==> src/hw/sli_pkg.sv <==
package sli_pkg;

    // time base
    localparam int unsigned CLK_PERIOD_NS = 50;
    localparam int unsigned MS_NS         = 1000000;
    localparam int unsigned CYCLES_PER_MS = MS_NS / CLK_PERIOD_NS;
    localparam int unsigned MS_PER_MIN    = 60000;

    // flash timing in ms
    localparam logic [12:0] PER_5HZ_MS   = 13'd200;
    localparam logic [12:0] PER_2HZ_MS   = 13'd500;
    localparam logic [12:0] PER_1S_MS    = 13'd2000;
    localparam logic [12:0] PER_2S_MS    = 13'd4000;
    localparam logic [12:0] ON_5HZ_MS    = 13'd100;
    localparam logic [12:0] ON_2HZ_MS    = 13'd250;
    localparam logic [12:0] ON_1S_MS     = 13'd1000;
    localparam logic [12:0] ON_2S_MS     = 13'd2000;
    localparam logic [12:0] PER_IDLE_MS  = 13'd1;
    localparam logic [7:0]  PKT_FLASH_MS = 8'd50;

    // time-out setting codes
    localparam logic [7:0] TMO_NEVER    = 8'hff;
    localparam logic [7:0] TMO_DISABLED = 8'h00;
    localparam logic [7:0] TMO_END_DEV  = 8'h01;
    localparam logic [7:0] TMO_RESET    = 8'hff;

    // role codes
    localparam logic [1:0] ROLE_GATEWAY = 2'h0;
    localparam logic [1:0] ROLE_ROUTER  = 2'h1;
    localparam logic [1:0] ROLE_END_DEV = 2'h2;
    localparam logic [1:0] ROLE_RESET   = 2'h1;

    // link state codes from the mesh stack
    localparam logic [2:0] LINK_NONE      = 3'h0;
    localparam logic [2:0] LINK_GW_MULTI  = 3'h1;
    localparam logic [2:0] LINK_GW_SINGLE = 3'h2;
    localparam logic [2:0] LINK_RT_MULTI  = 3'h3;
    localparam logic [2:0] LINK_RT_SINGLE = 3'h4;

    // register byte addresses
    localparam logic [7:0] ADDR_CTRL    = 8'h00;
    localparam logic [7:0] ADDR_TIMEOUT = 8'h04;
    localparam logic [7:0] ADDR_THRESH  = 8'h08;
    localparam logic [7:0] ADDR_PINNED  = 8'h0c;
    localparam logic [7:0] ADDR_STATUS  = 8'h10;

    // ctrl fields
    localparam int CTRL_ROLE_LSB = 0;
    localparam int CTRL_CFG_BIT  = 2;

    // reset values
    localparam logic [7:0]  TOP_RESET    = 8'hc0;
    localparam logic [7:0]  ACCEPT_RESET = 8'h60;
    localparam logic [7:0]  MARGIN_RESET = 8'h10;
    localparam logic [31:0] PINNED_RESET = 32'h0000_0000;

    localparam logic [1:0] RESP_OKAY   = 2'h0;
    localparam logic [1:0] RESP_SLVERR = 2'h2;

    typedef struct packed {
        logic [7:0] margin;
        logic [7:0] accept;
        logic [7:0] top;
    } sli_thresh_t;

    typedef enum logic [2:0] {
        PAT_OFF,
        PAT_ON,
        PAT_5HZ,
        PAT_2HZ,
        PAT_1S,
        PAT_2S
    } sli_pat_t;

endpackage

==> src/hw/sli_status_led.sv <==
`timescale 1ns/100ps

module sli_status_led #(
    parameter int unsigned CYCLES_PER_MS = sli_pkg::CYCLES_PER_MS,
    parameter int unsigned MS_PER_MIN    = sli_pkg::MS_PER_MIN
) (
    // clock and reset
    input  wire logic        clk,
    input  wire logic        rst,
    // axi4-lite write address
    input  wire logic [7:0]  awaddr,
    input  wire logic [2:0]  awprot,
    input  wire logic        awvalid,
    output logic             awready,
    // axi4-lite write data
    input  wire logic [31:0] wdata,
    input  wire logic [3:0]  wstrb,
    input  wire logic        wvalid,
    output logic             wready,
    // axi4-lite write response
    output logic [1:0]       bresp,
    output logic             bvalid,
    input  wire logic        bready,
    // axi4-lite read
    input  wire logic [7:0]  araddr,
    input  wire logic [2:0]  arprot,
    input  wire logic        arvalid,
    output logic             arready,
    output logic [31:0]      rdata,
    output logic [1:0]       rresp,
    output logic             rvalid,
    input  wire logic        rready,
    // radio and mesh state
    input  wire logic [7:0]  signalLevel,
    input  wire logic [2:0]  linkState,
    input  wire logic        txPacket,
    input  wire logic        rxGoodPacket,
    input  wire logic        pulseDetect,
    // indicator outputs
    output logic             signal_tx_lamp,
    output logic             link_rx_lamp,
    output logic             pulseFeedback
);

    // registers
    logic [1:0]          role_q;
    logic                cfgMode_q;
    logic [7:0]          timeout_q;
    sli_pkg::sli_thresh_t thresh_q;
    logic [31:0]         pinned_target_id_q;

    // bus state
    logic                awFull_q;
    logic                wFull_q;
    logic [7:0]          awAddr_q;
    logic [31:0]         wData_q;
    logic [3:0]          wStrb_q;
    logic                wrFire;

    // time base
    logic [15:0]         cycCnt_q;
    logic                msTick_q;
    logic [15:0]         msCnt_q;
    logic [7:0]          minutes_q;
    logic                expired_q;
    logic                active;

    // patterns
    sli_pkg::sli_pat_t   sigPat;
    sli_pkg::sli_pat_t   linkPat;
    sli_pkg::sli_pat_t   sigPatPrev_q;
    sli_pkg::sli_pat_t   linkPatPrev_q;
    logic [12:0]         sigPhase_q;
    logic [12:0]         linkPhase_q;
    logic [7:0]          txStretch_q;
    logic [7:0]          rxStretch_q;
    logic [7:0]          pulseStretch_q;
    logic                sigLamp_d;
    logic                linkLamp_d;

    function automatic logic [31:0] mergeStrb(input logic [31:0] oldV,
                                              input logic [31:0] newV,
                                              input logic [3:0]  strb);
        logic [31:0] r;
        r = oldV;
        for (int i = 0; i < 4; i++) begin
            if (strb[i]) begin
                r[i*8 +: 8] = newV[i*8 +: 8];
            end
        end
        return r;
    endfunction

    function automatic logic [12:0] patPeriod(input sli_pkg::sli_pat_t p);
        case (p)
            sli_pkg::PAT_5HZ: patPeriod = sli_pkg::PER_5HZ_MS;
            sli_pkg::PAT_2HZ: patPeriod = sli_pkg::PER_2HZ_MS;
            sli_pkg::PAT_1S:  patPeriod = sli_pkg::PER_1S_MS;
            sli_pkg::PAT_2S:  patPeriod = sli_pkg::PER_2S_MS;
            default:          patPeriod = sli_pkg::PER_IDLE_MS;
        endcase
    endfunction

    function automatic logic patLevel(input sli_pkg::sli_pat_t p, input logic [12:0] ph);
        case (p)
            sli_pkg::PAT_ON:  patLevel = 1'b1;
            sli_pkg::PAT_5HZ: patLevel = ph < sli_pkg::ON_5HZ_MS;
            sli_pkg::PAT_2HZ: patLevel = ph < sli_pkg::ON_2HZ_MS;
            sli_pkg::PAT_1S:  patLevel = ph < sli_pkg::ON_1S_MS;
            sli_pkg::PAT_2S:  patLevel = ph < sli_pkg::ON_2S_MS;
            default:          patLevel = 1'b0;
        endcase
    endfunction

    function automatic logic [7:0] stretch(input logic [7:0] cnt,
                                           input logic       ev,
                                           input logic       tick);
        if (ev) begin
            stretch = sli_pkg::PKT_FLASH_MS;
        end else if (tick && cnt != 8'h00) begin
            stretch = cnt - 8'h01;
        end else begin
            stretch = cnt;
        end
    endfunction

    // bus write channels, taken in either order
    always_ff @(posedge clk or posedge rst) begin
        if (rst) begin
            awFull_q <= 1'b0;
            wFull_q  <= 1'b0;
            awAddr_q <= 8'h00;
            wData_q  <= 32'h0000_0000;
            wStrb_q  <= 4'h0;
            awready  <= 1'b1;
            wready   <= 1'b1;
            bvalid   <= 1'b0;
            bresp    <= sli_pkg::RESP_OKAY;
        end else begin
            if (awvalid && awready) begin
                awFull_q <= 1'b1;
                awAddr_q <= awaddr;
                awready  <= 1'b0;
            end
            if (wvalid && wready) begin
                wFull_q <= 1'b1;
                wData_q <= wdata;
                wStrb_q <= wstrb;
                wready  <= 1'b0;
            end
            if (wrFire) begin
                awFull_q <= 1'b0;
                wFull_q  <= 1'b0;
                bvalid   <= 1'b1;
                case (awAddr_q)
                    sli_pkg::ADDR_CTRL,
                    sli_pkg::ADDR_TIMEOUT,
                    sli_pkg::ADDR_THRESH,
                    sli_pkg::ADDR_PINNED,
                    sli_pkg::ADDR_STATUS: bresp <= sli_pkg::RESP_OKAY;
                    default:              bresp <= sli_pkg::RESP_SLVERR;
                endcase
            end
            if (bvalid && bready) begin
                bvalid  <= 1'b0;
                awready <= 1'b1;
                wready  <= 1'b1;
            end
        end
    end

    assign wrFire = awFull_q && wFull_q && !bvalid;

    // software registers
    always_ff @(posedge clk or posedge rst) begin
        if (rst) begin
            role_q             <= sli_pkg::ROLE_RESET;
            cfgMode_q          <= 1'b0;
            timeout_q          <= sli_pkg::TMO_RESET;
            thresh_q           <= '{margin: sli_pkg::MARGIN_RESET,
                                    accept: sli_pkg::ACCEPT_RESET,
                                    top:    sli_pkg::TOP_RESET};
            pinned_target_id_q <= sli_pkg::PINNED_RESET;
        end else if (wrFire) begin
            case (awAddr_q)
                sli_pkg::ADDR_CTRL: begin
                    if (wStrb_q[0]) begin
                        role_q    <= wData_q[sli_pkg::CTRL_ROLE_LSB +: 2];
                        cfgMode_q <= wData_q[sli_pkg::CTRL_CFG_BIT];
                        if (wData_q[sli_pkg::CTRL_ROLE_LSB +: 2] == sli_pkg::ROLE_END_DEV
                            && role_q != sli_pkg::ROLE_END_DEV) begin
                            timeout_q <= sli_pkg::TMO_END_DEV;
                        end
                    end
                end
                sli_pkg::ADDR_TIMEOUT: begin
                    if (wStrb_q[0]) begin
                        timeout_q <= wData_q[7:0];
                    end
                end
                sli_pkg::ADDR_THRESH: begin
                    thresh_q <= 24'(
                        mergeStrb({8'h00, thresh_q}, wData_q, wStrb_q)
                    );
                end
                sli_pkg::ADDR_PINNED: begin
                    pinned_target_id_q <= mergeStrb(pinned_target_id_q, wData_q, wStrb_q);
                end
                default: begin
                end
            endcase
        end
    end

    // bus read channel
    always_ff @(posedge clk or posedge rst) begin
        if (rst) begin
            arready <= 1'b1;
            rvalid  <= 1'b0;
            rdata   <= 32'h0000_0000;
            rresp   <= sli_pkg::RESP_OKAY;
        end else begin
            if (arvalid && arready) begin
                arready <= 1'b0;
                rvalid  <= 1'b1;
                rresp   <= sli_pkg::RESP_OKAY;
                case (araddr)
                    sli_pkg::ADDR_CTRL:    rdata <= {29'h0, cfgMode_q, role_q};
                    sli_pkg::ADDR_TIMEOUT: rdata <= {24'h0, timeout_q};
                    sli_pkg::ADDR_THRESH:  rdata <= {8'h00, thresh_q};
                    sli_pkg::ADDR_PINNED:  rdata <= pinned_target_id_q;
                    sli_pkg::ADDR_STATUS:  rdata <= {8'h00, 1'b0, sigPat, 1'b0, linkPat,
                                                     minutes_q, 4'h0, active, pulseFeedback,
                                                     link_rx_lamp, signal_tx_lamp};
                    default: begin
                        rdata <= 32'h0000_0000;
                        rresp <= sli_pkg::RESP_SLVERR;
                    end
                endcase
            end
            if (rvalid && rready) begin
                rvalid  <= 1'b0;
                arready <= 1'b1;
            end
        end
    end

    // millisecond tick, free running
    always_ff @(posedge clk or posedge rst) begin
        if (rst) begin
            cycCnt_q <= 16'h0000;
            msTick_q <= 1'b0;
        end else if (cycCnt_q == 16'(CYCLES_PER_MS - 1)) begin
            cycCnt_q <= 16'h0000;
            msTick_q <= 1'b1;
        end else begin
            cycCnt_q <= cycCnt_q + 16'h0001;
            msTick_q <= 1'b0;
        end
    end

    // minutes since reset, saturating
    always_ff @(posedge clk or posedge rst) begin
        if (rst) begin
            msCnt_q   <= 16'h0000;
            minutes_q <= 8'h00;
        end else if (msTick_q) begin
            if (msCnt_q == 16'(MS_PER_MIN - 1)) begin
                msCnt_q <= 16'h0000;
                if (minutes_q != 8'hff) begin
                    minutes_q <= minutes_q + 8'h01;
                end
            end else begin
                msCnt_q <= msCnt_q + 16'h0001;
            end
        end
    end

    // expiry is sticky: a later larger setting cannot revive the lamps
    always_ff @(posedge clk or posedge rst) begin
        if (rst) begin
            expired_q <= 1'b0;
        end else if (timeout_q == sli_pkg::TMO_DISABLED) begin
            expired_q <= 1'b1;
        end else if (timeout_q != sli_pkg::TMO_NEVER && minutes_q >= timeout_q) begin
            expired_q <= 1'b1;
        end
    end

    assign active = !expired_q;

    // pattern selection
    always_comb begin
        if (signalLevel > thresh_q.top) begin
            sigPat = sli_pkg::PAT_5HZ;
        end else if ({1'b0, signalLevel} >= {1'b0, thresh_q.accept} + {1'b0, thresh_q.margin}) begin
            sigPat = sli_pkg::PAT_2HZ;
        end else if (signalLevel >= thresh_q.accept) begin
            sigPat = sli_pkg::PAT_1S;
        end else begin
            sigPat = sli_pkg::PAT_2S;
        end
    end

    always_comb begin
        case (linkState)
            sli_pkg::LINK_GW_MULTI:  linkPat = sli_pkg::PAT_ON;
            sli_pkg::LINK_GW_SINGLE: linkPat = sli_pkg::PAT_5HZ;
            sli_pkg::LINK_RT_MULTI:  linkPat = sli_pkg::PAT_2HZ;
            sli_pkg::LINK_RT_SINGLE: linkPat = sli_pkg::PAT_1S;
            default:                 linkPat = sli_pkg::PAT_OFF;
        endcase
    end

    // phase counters restart from zero on any pattern change
    always_ff @(posedge clk or posedge rst) begin
        if (rst) begin
            sigPatPrev_q <= sli_pkg::PAT_OFF;
            sigPhase_q   <= 13'h0000;
        end else begin
            sigPatPrev_q <= sigPat;
            if (sigPat != sigPatPrev_q) begin
                sigPhase_q <= 13'h0000;
            end else if (msTick_q) begin
                sigPhase_q <= (sigPhase_q >= patPeriod(sigPat) - 13'h0001) ? 13'h0000
                            : sigPhase_q + 13'h0001;
            end
        end
    end

    always_ff @(posedge clk or posedge rst) begin
        if (rst) begin
            linkPatPrev_q <= sli_pkg::PAT_OFF;
            linkPhase_q   <= 13'h0000;
        end else begin
            linkPatPrev_q <= linkPat;
            if (linkPat != linkPatPrev_q) begin
                linkPhase_q <= 13'h0000;
            end else if (msTick_q) begin
                linkPhase_q <= (linkPhase_q >= patPeriod(linkPat) - 13'h0001) ? 13'h0000
                             : linkPhase_q + 13'h0001;
            end
        end
    end

    // packet and pulse flash stretchers; a new event retriggers the flash
    always_ff @(posedge clk or posedge rst) begin
        if (rst) begin
            txStretch_q    <= 8'h00;
            rxStretch_q    <= 8'h00;
            pulseStretch_q <= 8'h00;
        end else begin
            txStretch_q    <= stretch(txStretch_q, txPacket, msTick_q);
            rxStretch_q    <= stretch(rxStretch_q, rxGoodPacket, msTick_q);
            pulseStretch_q <= stretch(pulseStretch_q, pulseDetect, msTick_q);
        end
    end

    // lamp levels, priority: time-out, config mode, role
    always_comb begin
        if (!active) begin
            sigLamp_d  = 1'b0;
            linkLamp_d = 1'b0;
        end else if (cfgMode_q) begin
            sigLamp_d  = 1'b1;
            linkLamp_d = 1'b1;
        end else if (role_q == sli_pkg::ROLE_GATEWAY) begin
            sigLamp_d  = txStretch_q != 8'h00;
            linkLamp_d = rxStretch_q != 8'h00;
        end else begin
            sigLamp_d = patLevel(sigPat, sigPhase_q);
            if (pinned_target_id_q != sli_pkg::PINNED_RESET) begin
                linkLamp_d = patLevel(sigPat, sigPhase_q);
            end else begin
                linkLamp_d = patLevel(linkPat, linkPhase_q);
            end
        end
    end

    // outputs source current: high lights the lamp
    always_ff @(posedge clk or posedge rst) begin
        if (rst) begin
            signal_tx_lamp <= 1'b0;
            link_rx_lamp   <= 1'b0;
            pulseFeedback  <= 1'b0;
        end else begin
            signal_tx_lamp <= sigLamp_d;
            link_rx_lamp   <= linkLamp_d;
            pulseFeedback  <= active && pulseStretch_q != 8'h00;
        end
    end

endmodule

==> config.mk <==
export PLATFORM = sky130hd
export DESIGN_NAME = sli_status_led
export DESIGN_NICKNAME = d
export VERILOG_FILES = /design/src/hw/sli_pkg.sv /design/src/hw/sli_status_led.sv
export SDC_FILE = /design/constraint.sdc
export NUM_CORES = 1
export LEC_CHECK = 0
export ABC_AREA = 1
export BUFFER_PORTS_ARGS = -buffer_cell sky130_fd_sc_hd__buf_4
export CORE_MARGIN = 4
export CORE_UTILIZATION = 45
export CTS_BUF_LIST = sky130_fd_sc_hd__clkbuf_8 sky130_fd_sc_hd__clkbuf_16
export CTS_CLUSTER_DIAMETER = 200
export CTS_CLUSTER_SIZE = 30
export DETAILED_ROUTE_END_ITERATION = 16
export GPL_TIMING_DRIVEN = 0
export PLACE_DENSITY_LB_ADDON = 0.05
export SYNTH_ARGS = -nofsm -noshare
export SYNTH_HDL_FRONTEND = slang
export SYNTH_SLANG_ARGS = --single-unit
==> constraint.sdc <==
create_clock -name clk -period 9 [get_ports clk]
set_input_delay 1.35 -clock clk [delete_from_list [all_inputs] [get_ports clk]]
set_output_delay 1.35 -clock clk [all_outputs]
set_load 0.03 [all_outputs]
# Word level (Yosys, flattened, before mapping)
# Index checks and enable logic that the tools add are counted.
dict set report totals {
  regBits 255
  in_bits 79
}
dict set report classes {
  n_reduce_logical 48
  n_mux 57
  n_eq_ne 33
  add_sub_neg 11
  n_lt_le_gt_ge 14
}
# op count
set op_table {}
lappend op_table {{32-bit one-hot mux with 5 select lines} 1}
lappend op_table {{13-bit two-way mux} 10}
lappend op_table {{12-bit one-hot mux with 4 select lines} 2}
lappend op_table {{8-bit two-way mux} 9}
lappend op_table {{16-bit by 1-bit adder with 16-bit output (second input constant)} 2}
lappend op_table {{8-bit by 4-bit equality test with 1-bit output (second input constant)} 4}
lappend op_table {{16-bit two-way mux} 2}
lappend op_table {{32-bit nonzero test} 1}
lappend op_table {{3-bit AND reduction} 9}
lappend op_table {{13-bit by 1-bit adder with 13-bit output (second input constant)} 2}
lappend op_table {{13-bit >= comparator} 2}
lappend op_table {{13-bit by 10-bit < comparator with 1-bit output (second input constant)} 2}
lappend op_table {{13-bit by 11-bit < comparator with 1-bit output (second input constant)} 2}
lappend op_table {{13-bit by 7-bit < comparator with 1-bit output (second input constant)} 2}
lappend op_table {{13-bit by 8-bit < comparator with 1-bit output (second input constant)} 2}
lappend op_table {{2-bit nonzero test} 13}
lappend op_table {{13-bit by 1-bit subtractor with 13-bit output (second input constant)} 2}
lappend op_table {{1-bit two-way mux} 25}
lappend op_table {{8-bit logical NOT} 3}
lappend op_table {{8-bit nonzero test} 3}
lappend op_table {{8-bit by 1-bit subtractor with 8-bit output (second input constant)} 3}
lappend op_table {{3-bit by 2-bit equality test with 1-bit output (second input constant)} 6}
lappend op_table {{16-bit by 15-bit equality test with 1-bit output (second input constant)} 1}
lappend op_table {{16-bit equality test (second input constant)} 1}
lappend op_table {{other kinds (23)} 54}

# Depth between registers and ports, before layout
dict set report logic_depth {
  depth_word 13
  mapped_depth 27
}

# Worst setup path before layout
# OpenSTA, ideal clock, no wires.
dict set report synth_path {
  kind {reg2reg}
  from {register thresh_q[10] (netlist name)}
  to {register sigPhase_q[5]}
  n_path_buf 1
  setup_time_ps 120
  path_stages_with_launch 26
  arrival_time_ps 3793
  slack_ps 5087
  required_ps 8880
  cell_sequence {dfrtp_1 > ha_1 > a21oi_1 > nand2_1 > a21oi_1 > o21ai_0 > a21oi_1 > nor2_1 > nor2_1 > xor2_1 > ha_1 > a41oi_1 > nand2_1 > nand2_2 > nand2_2 > nor2_1 > inv_1 > ha_1 > nand2_1 > nor4_1 > o21ai_0 > nand4_1 > buf_2 > nor3_1 > a21oi_1 > nor2_2}
}
dict set report synth_between {
  elab_chain_len 13
}
# element line_no
set synth_rtl {}
lappend synth_rtl {{start, declared} sli_status_led.sv:49} ;# sli_pkg::sli_thresh_t thresh_q;
lappend synth_rtl {{start signal, assigned} sli_status_led.sv:180} ;# thresh_q <= '{margin: sli_pkg::MARGIN_RESET,
lappend synth_rtl {{start signal, assigned} sli_status_led.sv:202} ;# thresh_q <= 24'(
lappend synth_rtl {{8-bit by 8-bit adder with 9-bit output (*)} sli_status_led.sv:296} ;# end else if ({1'b0, signalLevel} >= {1'b0, thresh_q.accept} + {1'b0, thresh_q.margin}) begin
lappend synth_rtl {{8-bit by 9-bit >= comparator with 1-bit output (*)} sli_status_led.sv:296}
lappend synth_rtl {{3-bit two-way mux (*)} sli_status_led.sv:296}
lappend synth_rtl {{3-bit two-way mux (*)} sli_status_led.sv:294} ;# if (signalLevel > thresh_q.top) begin
lappend synth_rtl {{via sigPat[1]} sli_status_led.sv:69} ;# sli_pkg::sli_pat_t sigPat;
lappend synth_rtl {{3-bit equality test or 3-bit by 2-bit equality test with 1-bit output (tied branches)} sli_status_led.sv:95} ;# case (p)
lappend synth_rtl {{12-bit one-hot mux with 4 select lines} sli_status_led.sv:95}
lappend synth_rtl {{13-bit two-way mux} sli_status_led.sv:324} ;# end else if (msTick_q) begin
lappend synth_rtl {{13-bit two-way mux} sli_status_led.sv:322} ;# if (sigPat != sigPatPrev_q) begin
lappend synth_rtl {{13-bit by 1-bit subtractor with 13-bit output} sli_status_led.sv:325} ;# sigPhase_q <= (sigPhase_q >= patPeriod(sigPat) - 13'h0001) ? 13'h0000
lappend synth_rtl {{13-bit >= comparator} sli_status_led.sv:325}
lappend synth_rtl {{13-bit two-way mux} sli_status_led.sv:325}
lappend synth_rtl {{13-bit two-way mux} sli_status_led.sv:324}
lappend synth_rtl {{13-bit two-way mux} sli_status_led.sv:322}
lappend synth_rtl {{end signal, assigned} sli_status_led.sv:325}
lappend synth_rtl {{end, declared} sli_status_led.sv:73} ;# logic [12:0] sigPhase_q;
# Mark *: on every way through the listed nets, which the timed path passes. The rest lies on a longest branch. The select of a mux whose other input is x is not followed.
# A chain may end at the register's enable or synchronous reset.

# Worst setup path after layout
dict set report layout_path {
  from {register thresh_q[10] (netlist name)}
  to {register sigPhase_q[2]}
}
# The elaborated chain is that of the path after synthesis.

==> impl_metrics.tcl <==
set metrics [dict create \
    post-route-util 0.522 \
    post_cts_buffers 0 \
    syn_avg_cell_area_um2 8.38 \
    path_class "reg2reg" \
    insertion_delay_ps 520 \
    initial_core_util 0.461 \
    chipWidth_um 180 \
    critPathBufInv 2 \
    async_reset_ff_frac 1.00 \
    fill_cells 2852 \
    slew_headroom 0.553 \
    cpMostUsedCell "a21oi_1" \
    dp_hpwl_um 26100 \
    maxSlewViolCount 0 \
    nNetsFinal 1882 \
    synth_cell_types 59 \
    ctsResizeCount 0 \
    period_minus_slack_ps 4680 \
    io_pins 123 \
    synth_edf_count 0 \
    p_int_mw 1.82 \
    cts_tree "done" \
    dieHeight_um 180 \
    first_global_vias 10600 \
    clk_pin_slew_ps 120 \
    die-area_um2 32500 \
    peakVddDrop_mv 0.121 \
    met2_usage 0.337 \
    ys_seq_elements 253 \
    drt-pass1-iter-count 5 \
    wl_um 34200 \
    root_buffer "clkbuf_16" \
    cts_made_buffers 12 \
    drive_gt1_frac 0.122 \
    clock.fmax_ghz 0.214 \
    crit_cells 25 \
    r2r_cells 25 \
    cp.required_ps 9390 \
    switching_share 0.354 \
    cap_violations 0 \
    clkPwrFrac 0.229 \
    met1_usage 0.290 \
    setup_slack_ps 4320 \
    yosysTopAreaCell "dfrtp_1" \
    drt-wirelength-per-cell_um 16.2 \
    rows 62 \
    worstSetupStartpointType "flop" \
    core_um2 29000 \
    setup-violations-final 0 \
    crit_slowest_cell "dfrtp_1" \
    route.detailed.drc 0 \
    grt_start_max_net_pins 130 \
    p_leak_nw 7.07 \
    powerDensity_nw_per_um2 186 \
    crit_fanout 10 \
    status "completed" \
    cts_hold_repair.buffers 0 \
    crit_arrival_ps 5070 \
    syn_area_um2 13400 \
    io_buffers 114 \
    antenna_found_initial 1 \
    ys_seq_area_frac 0.475 \
    p_seq_frac 0.503 \
    cpPeakStageDelay_ps 470 \
    grt.busiest_layer "met2" \
    yosys_warnings 0 \
    place_ws_ps 4320 \
    finClkSkew_ps 32.4 \
    area_growth_pct 13.2 \
    clkSinkCount 253 \
    use_met3 0.0283 \
    yosysTopAreaCellShare 0.442 \
    switching_power_uw 998 \
    overflow 0 \
    h-tree-depth 1 \
    grt_usage 0.205 \
    rsz0062_at_grt "false" \
    synth_flop_cell "dfrtp_1" \
    gp_congestion 0.844 \
    cp_top_family "simple AND/OR/NAND/NOR gates" \
    min_path_type "reg2reg" \
    endpoint_kind "flop" \
    fin_crit_sh 0.520 \
    drtAntennaViolNets 0 \
    drt-initial-drc-count 702 \
    worst_pin_slew_ps 671 \
    synth_area_leaders "dfrtp_1 (44%), nand2_1 (9.3%), ha_1 (6.9%), o21ai_0 (6.9%), inv_1 (6.1%)" \
    vias_per_cell 5.18 \
    vias 11000 \
    cts_buffer_depth 3 \
    hold_path_depth 1 \
    num_antenna_cells 0 \
    finalHoldViolations 0 \
    grt_pass1_wl_um 54900 \
    netlist_instances 1595 \
    pwr-share-comb 0.268 \
]
==> worst register-to-register path: stages, from the launching register on <==
cell and delay (ps):
dfrtp_1 470, ha_1 380, a21oi_1 160, nand2_1 90, a21oi_1 120, o21ai_0 140, a21oi_1 160, nor2_1 50
nor2_1 100, xor2_1 190, ha_1 270, a41oi_1 200, nand2_1 100, nand2_2 100, nand2_2 160, nor2_1 250
inv_1 80, ha_1 300, nand2_1 90, nor4_1 290, o21ai_0 140, nand4_1 170, buf_2 270, a21oi_1 70
a21oi_1 150, nor2_2 60
==> placed cells by master (no fill, tap or decap), types with 17 or more instances in the layout <==
| cell type | n |
|---|---|
| nor2_1 | 113 |
| nor3_1 | 36 |
| xor2_1 | 33 |
| nand4_1 | 28 |
| nor4_1 | 18 |
| dfstp_2 | 17 |
| nand3_1 | 42 |
| buf_4 | 117 |
| o21ai_0 | 183 |
| a21oi_1 | 98 |
| inv_1 | 223 |
| clkbuf_1 | 24 |
| nand2_1 | 332 |
| ha_1 | 74 |
| dfrtp_1 | 236 |
==> per-layer routing <==
layer | vias to the layer above | wire length [um] | part of all wire
met5 | - | 18 | 0.00053
met4 | 2 | 813 | 0.024
met3 | 47 | 1380 | 0.040
met2 | 162 | 15900 | 0.46
met1 | 5244 | 16100 | 0.47
li1 | 5526 | - | -
==> flip-flops by register name, summed over array words and instances (netlist names), 8 cells and up <==
name	count
rxStretch_q	8
awAddr_q	8
pulseStretch_q	8
msCnt_q	16
pinned_target_id_q	32
wData_q	32
minutes_q	8
txStretch_q	8
thresh_q	24
sigPhase_q	13
rdata	32
linkPhase_q	13
cycCnt_q	16
timeout_q	8
==> area by class of cell <==
class | instances | area, um^2 | area share
Timing Repair Buffer | 116 | 911 | 0.0602
Inverter | 227 | 860 | 0.0568
Tap cell | 384 | 480 | 0.0317
Clock inverter | 8 | 58.8 | 0.00389
Buffer | 35 | 159 | 0.0105
Multi-Input combinational cell | 1083 | 6010 | 0.397
Clock buffer | 12 | 300 | 0.0198
Sequential cell | 253 | 6350 | 0.420
==> logic make-up (layout without fill, tap and decap cells) <==
family / after synthesis / in the layout / synth area share
adder cells (fa/ha/maj): 75 / 75 / 0.0708
XOR/XNOR: 41 / 41 / 0.0269
other: 2 / 5 / 0.000562
AO/OA/AOI/OAI: 344 / 344 / 0.142
AND/OR/NAND/NOR: 618 / 618 / 0.209
buffers and inverters: 262 / 398 / 0.0756
flip-flops: 253 / 253 / 0.475
==> stage by stage <==
stage                     total power [mW]  instance area [um^2]  hold slack (ps)  TNS, ps  std cells
final                                 2.82                 15100              478        0       2118
after global routing                  3.00                 15100              506        0       2118
after CTS                             2.85                 15100              477        0       2118
after detailed placement              2.20                 14800              459        0       2098
after global placement                2.18                 14700              449  -558150       2096
after floorplan                       1.92                 13400              433        0       1598
==> final timing paths <==
check	startpoint	to	slack, ps
setup / recovery	thresh_q[10]	sigPhase_q[2]	4320
hold / removal	txStretch_q[6]	txStretch_q[6]	480
setup reg to reg	thresh_q[10]	sigPhase_q[2]	4320
hold reg to reg	txStretch_q[6]	txStretch_q[6]	480
max in group asynchronous	rst	sigPatPrev_q[2]	6930
min in group asynchronous	rst	wData_q[2]	960
==> power groups by stage <==
| stage | Combinational (mW) | Clock [mW] | Sequential [mW] |
|---|---|---|---|
| floorplan | 0.478 | 0 | 1.44 |
| global placement | 0.746 | 0 | 1.44 |
| detailed placement | 0.762 | 0 | 1.44 |
| CTS | 0.766 | 0.666 | 1.42 |
| global route | 0.858 | 0.704 | 1.44 |
| finish | 0.755 | 0.645 | 1.42 |
==> cells in the mapped netlist (3+ instances only) <==
library cell / number
o21ai_1: 4
buf_4: 3
o21a_1: 5
a221oi_1: 8
nor3_4: 3
o22ai_1: 16
dfstp_2: 17
inv_1: 218
o21ai_0: 183
nor2_2: 16
nand2_2: 6
o211ai_1: 3
nand4_1: 28
clkinv_1: 3
nor3_1: 36
xnor2_1: 8
a31oi_1: 4
nor2_1: 113
nor4_4: 3
buf_2: 7
inv_2: 6
or2_2: 3
nand2_1: 332
clkbuf_1: 24
ha_1: 74
dfrtp_1: 236
nand3_1: 42
o31ai_1: 5
nor4_1: 18
xor2_1: 33
nand3_2: 4
a21oi_1: 98
Note: power is estimated with default switching activity, not from simulation.
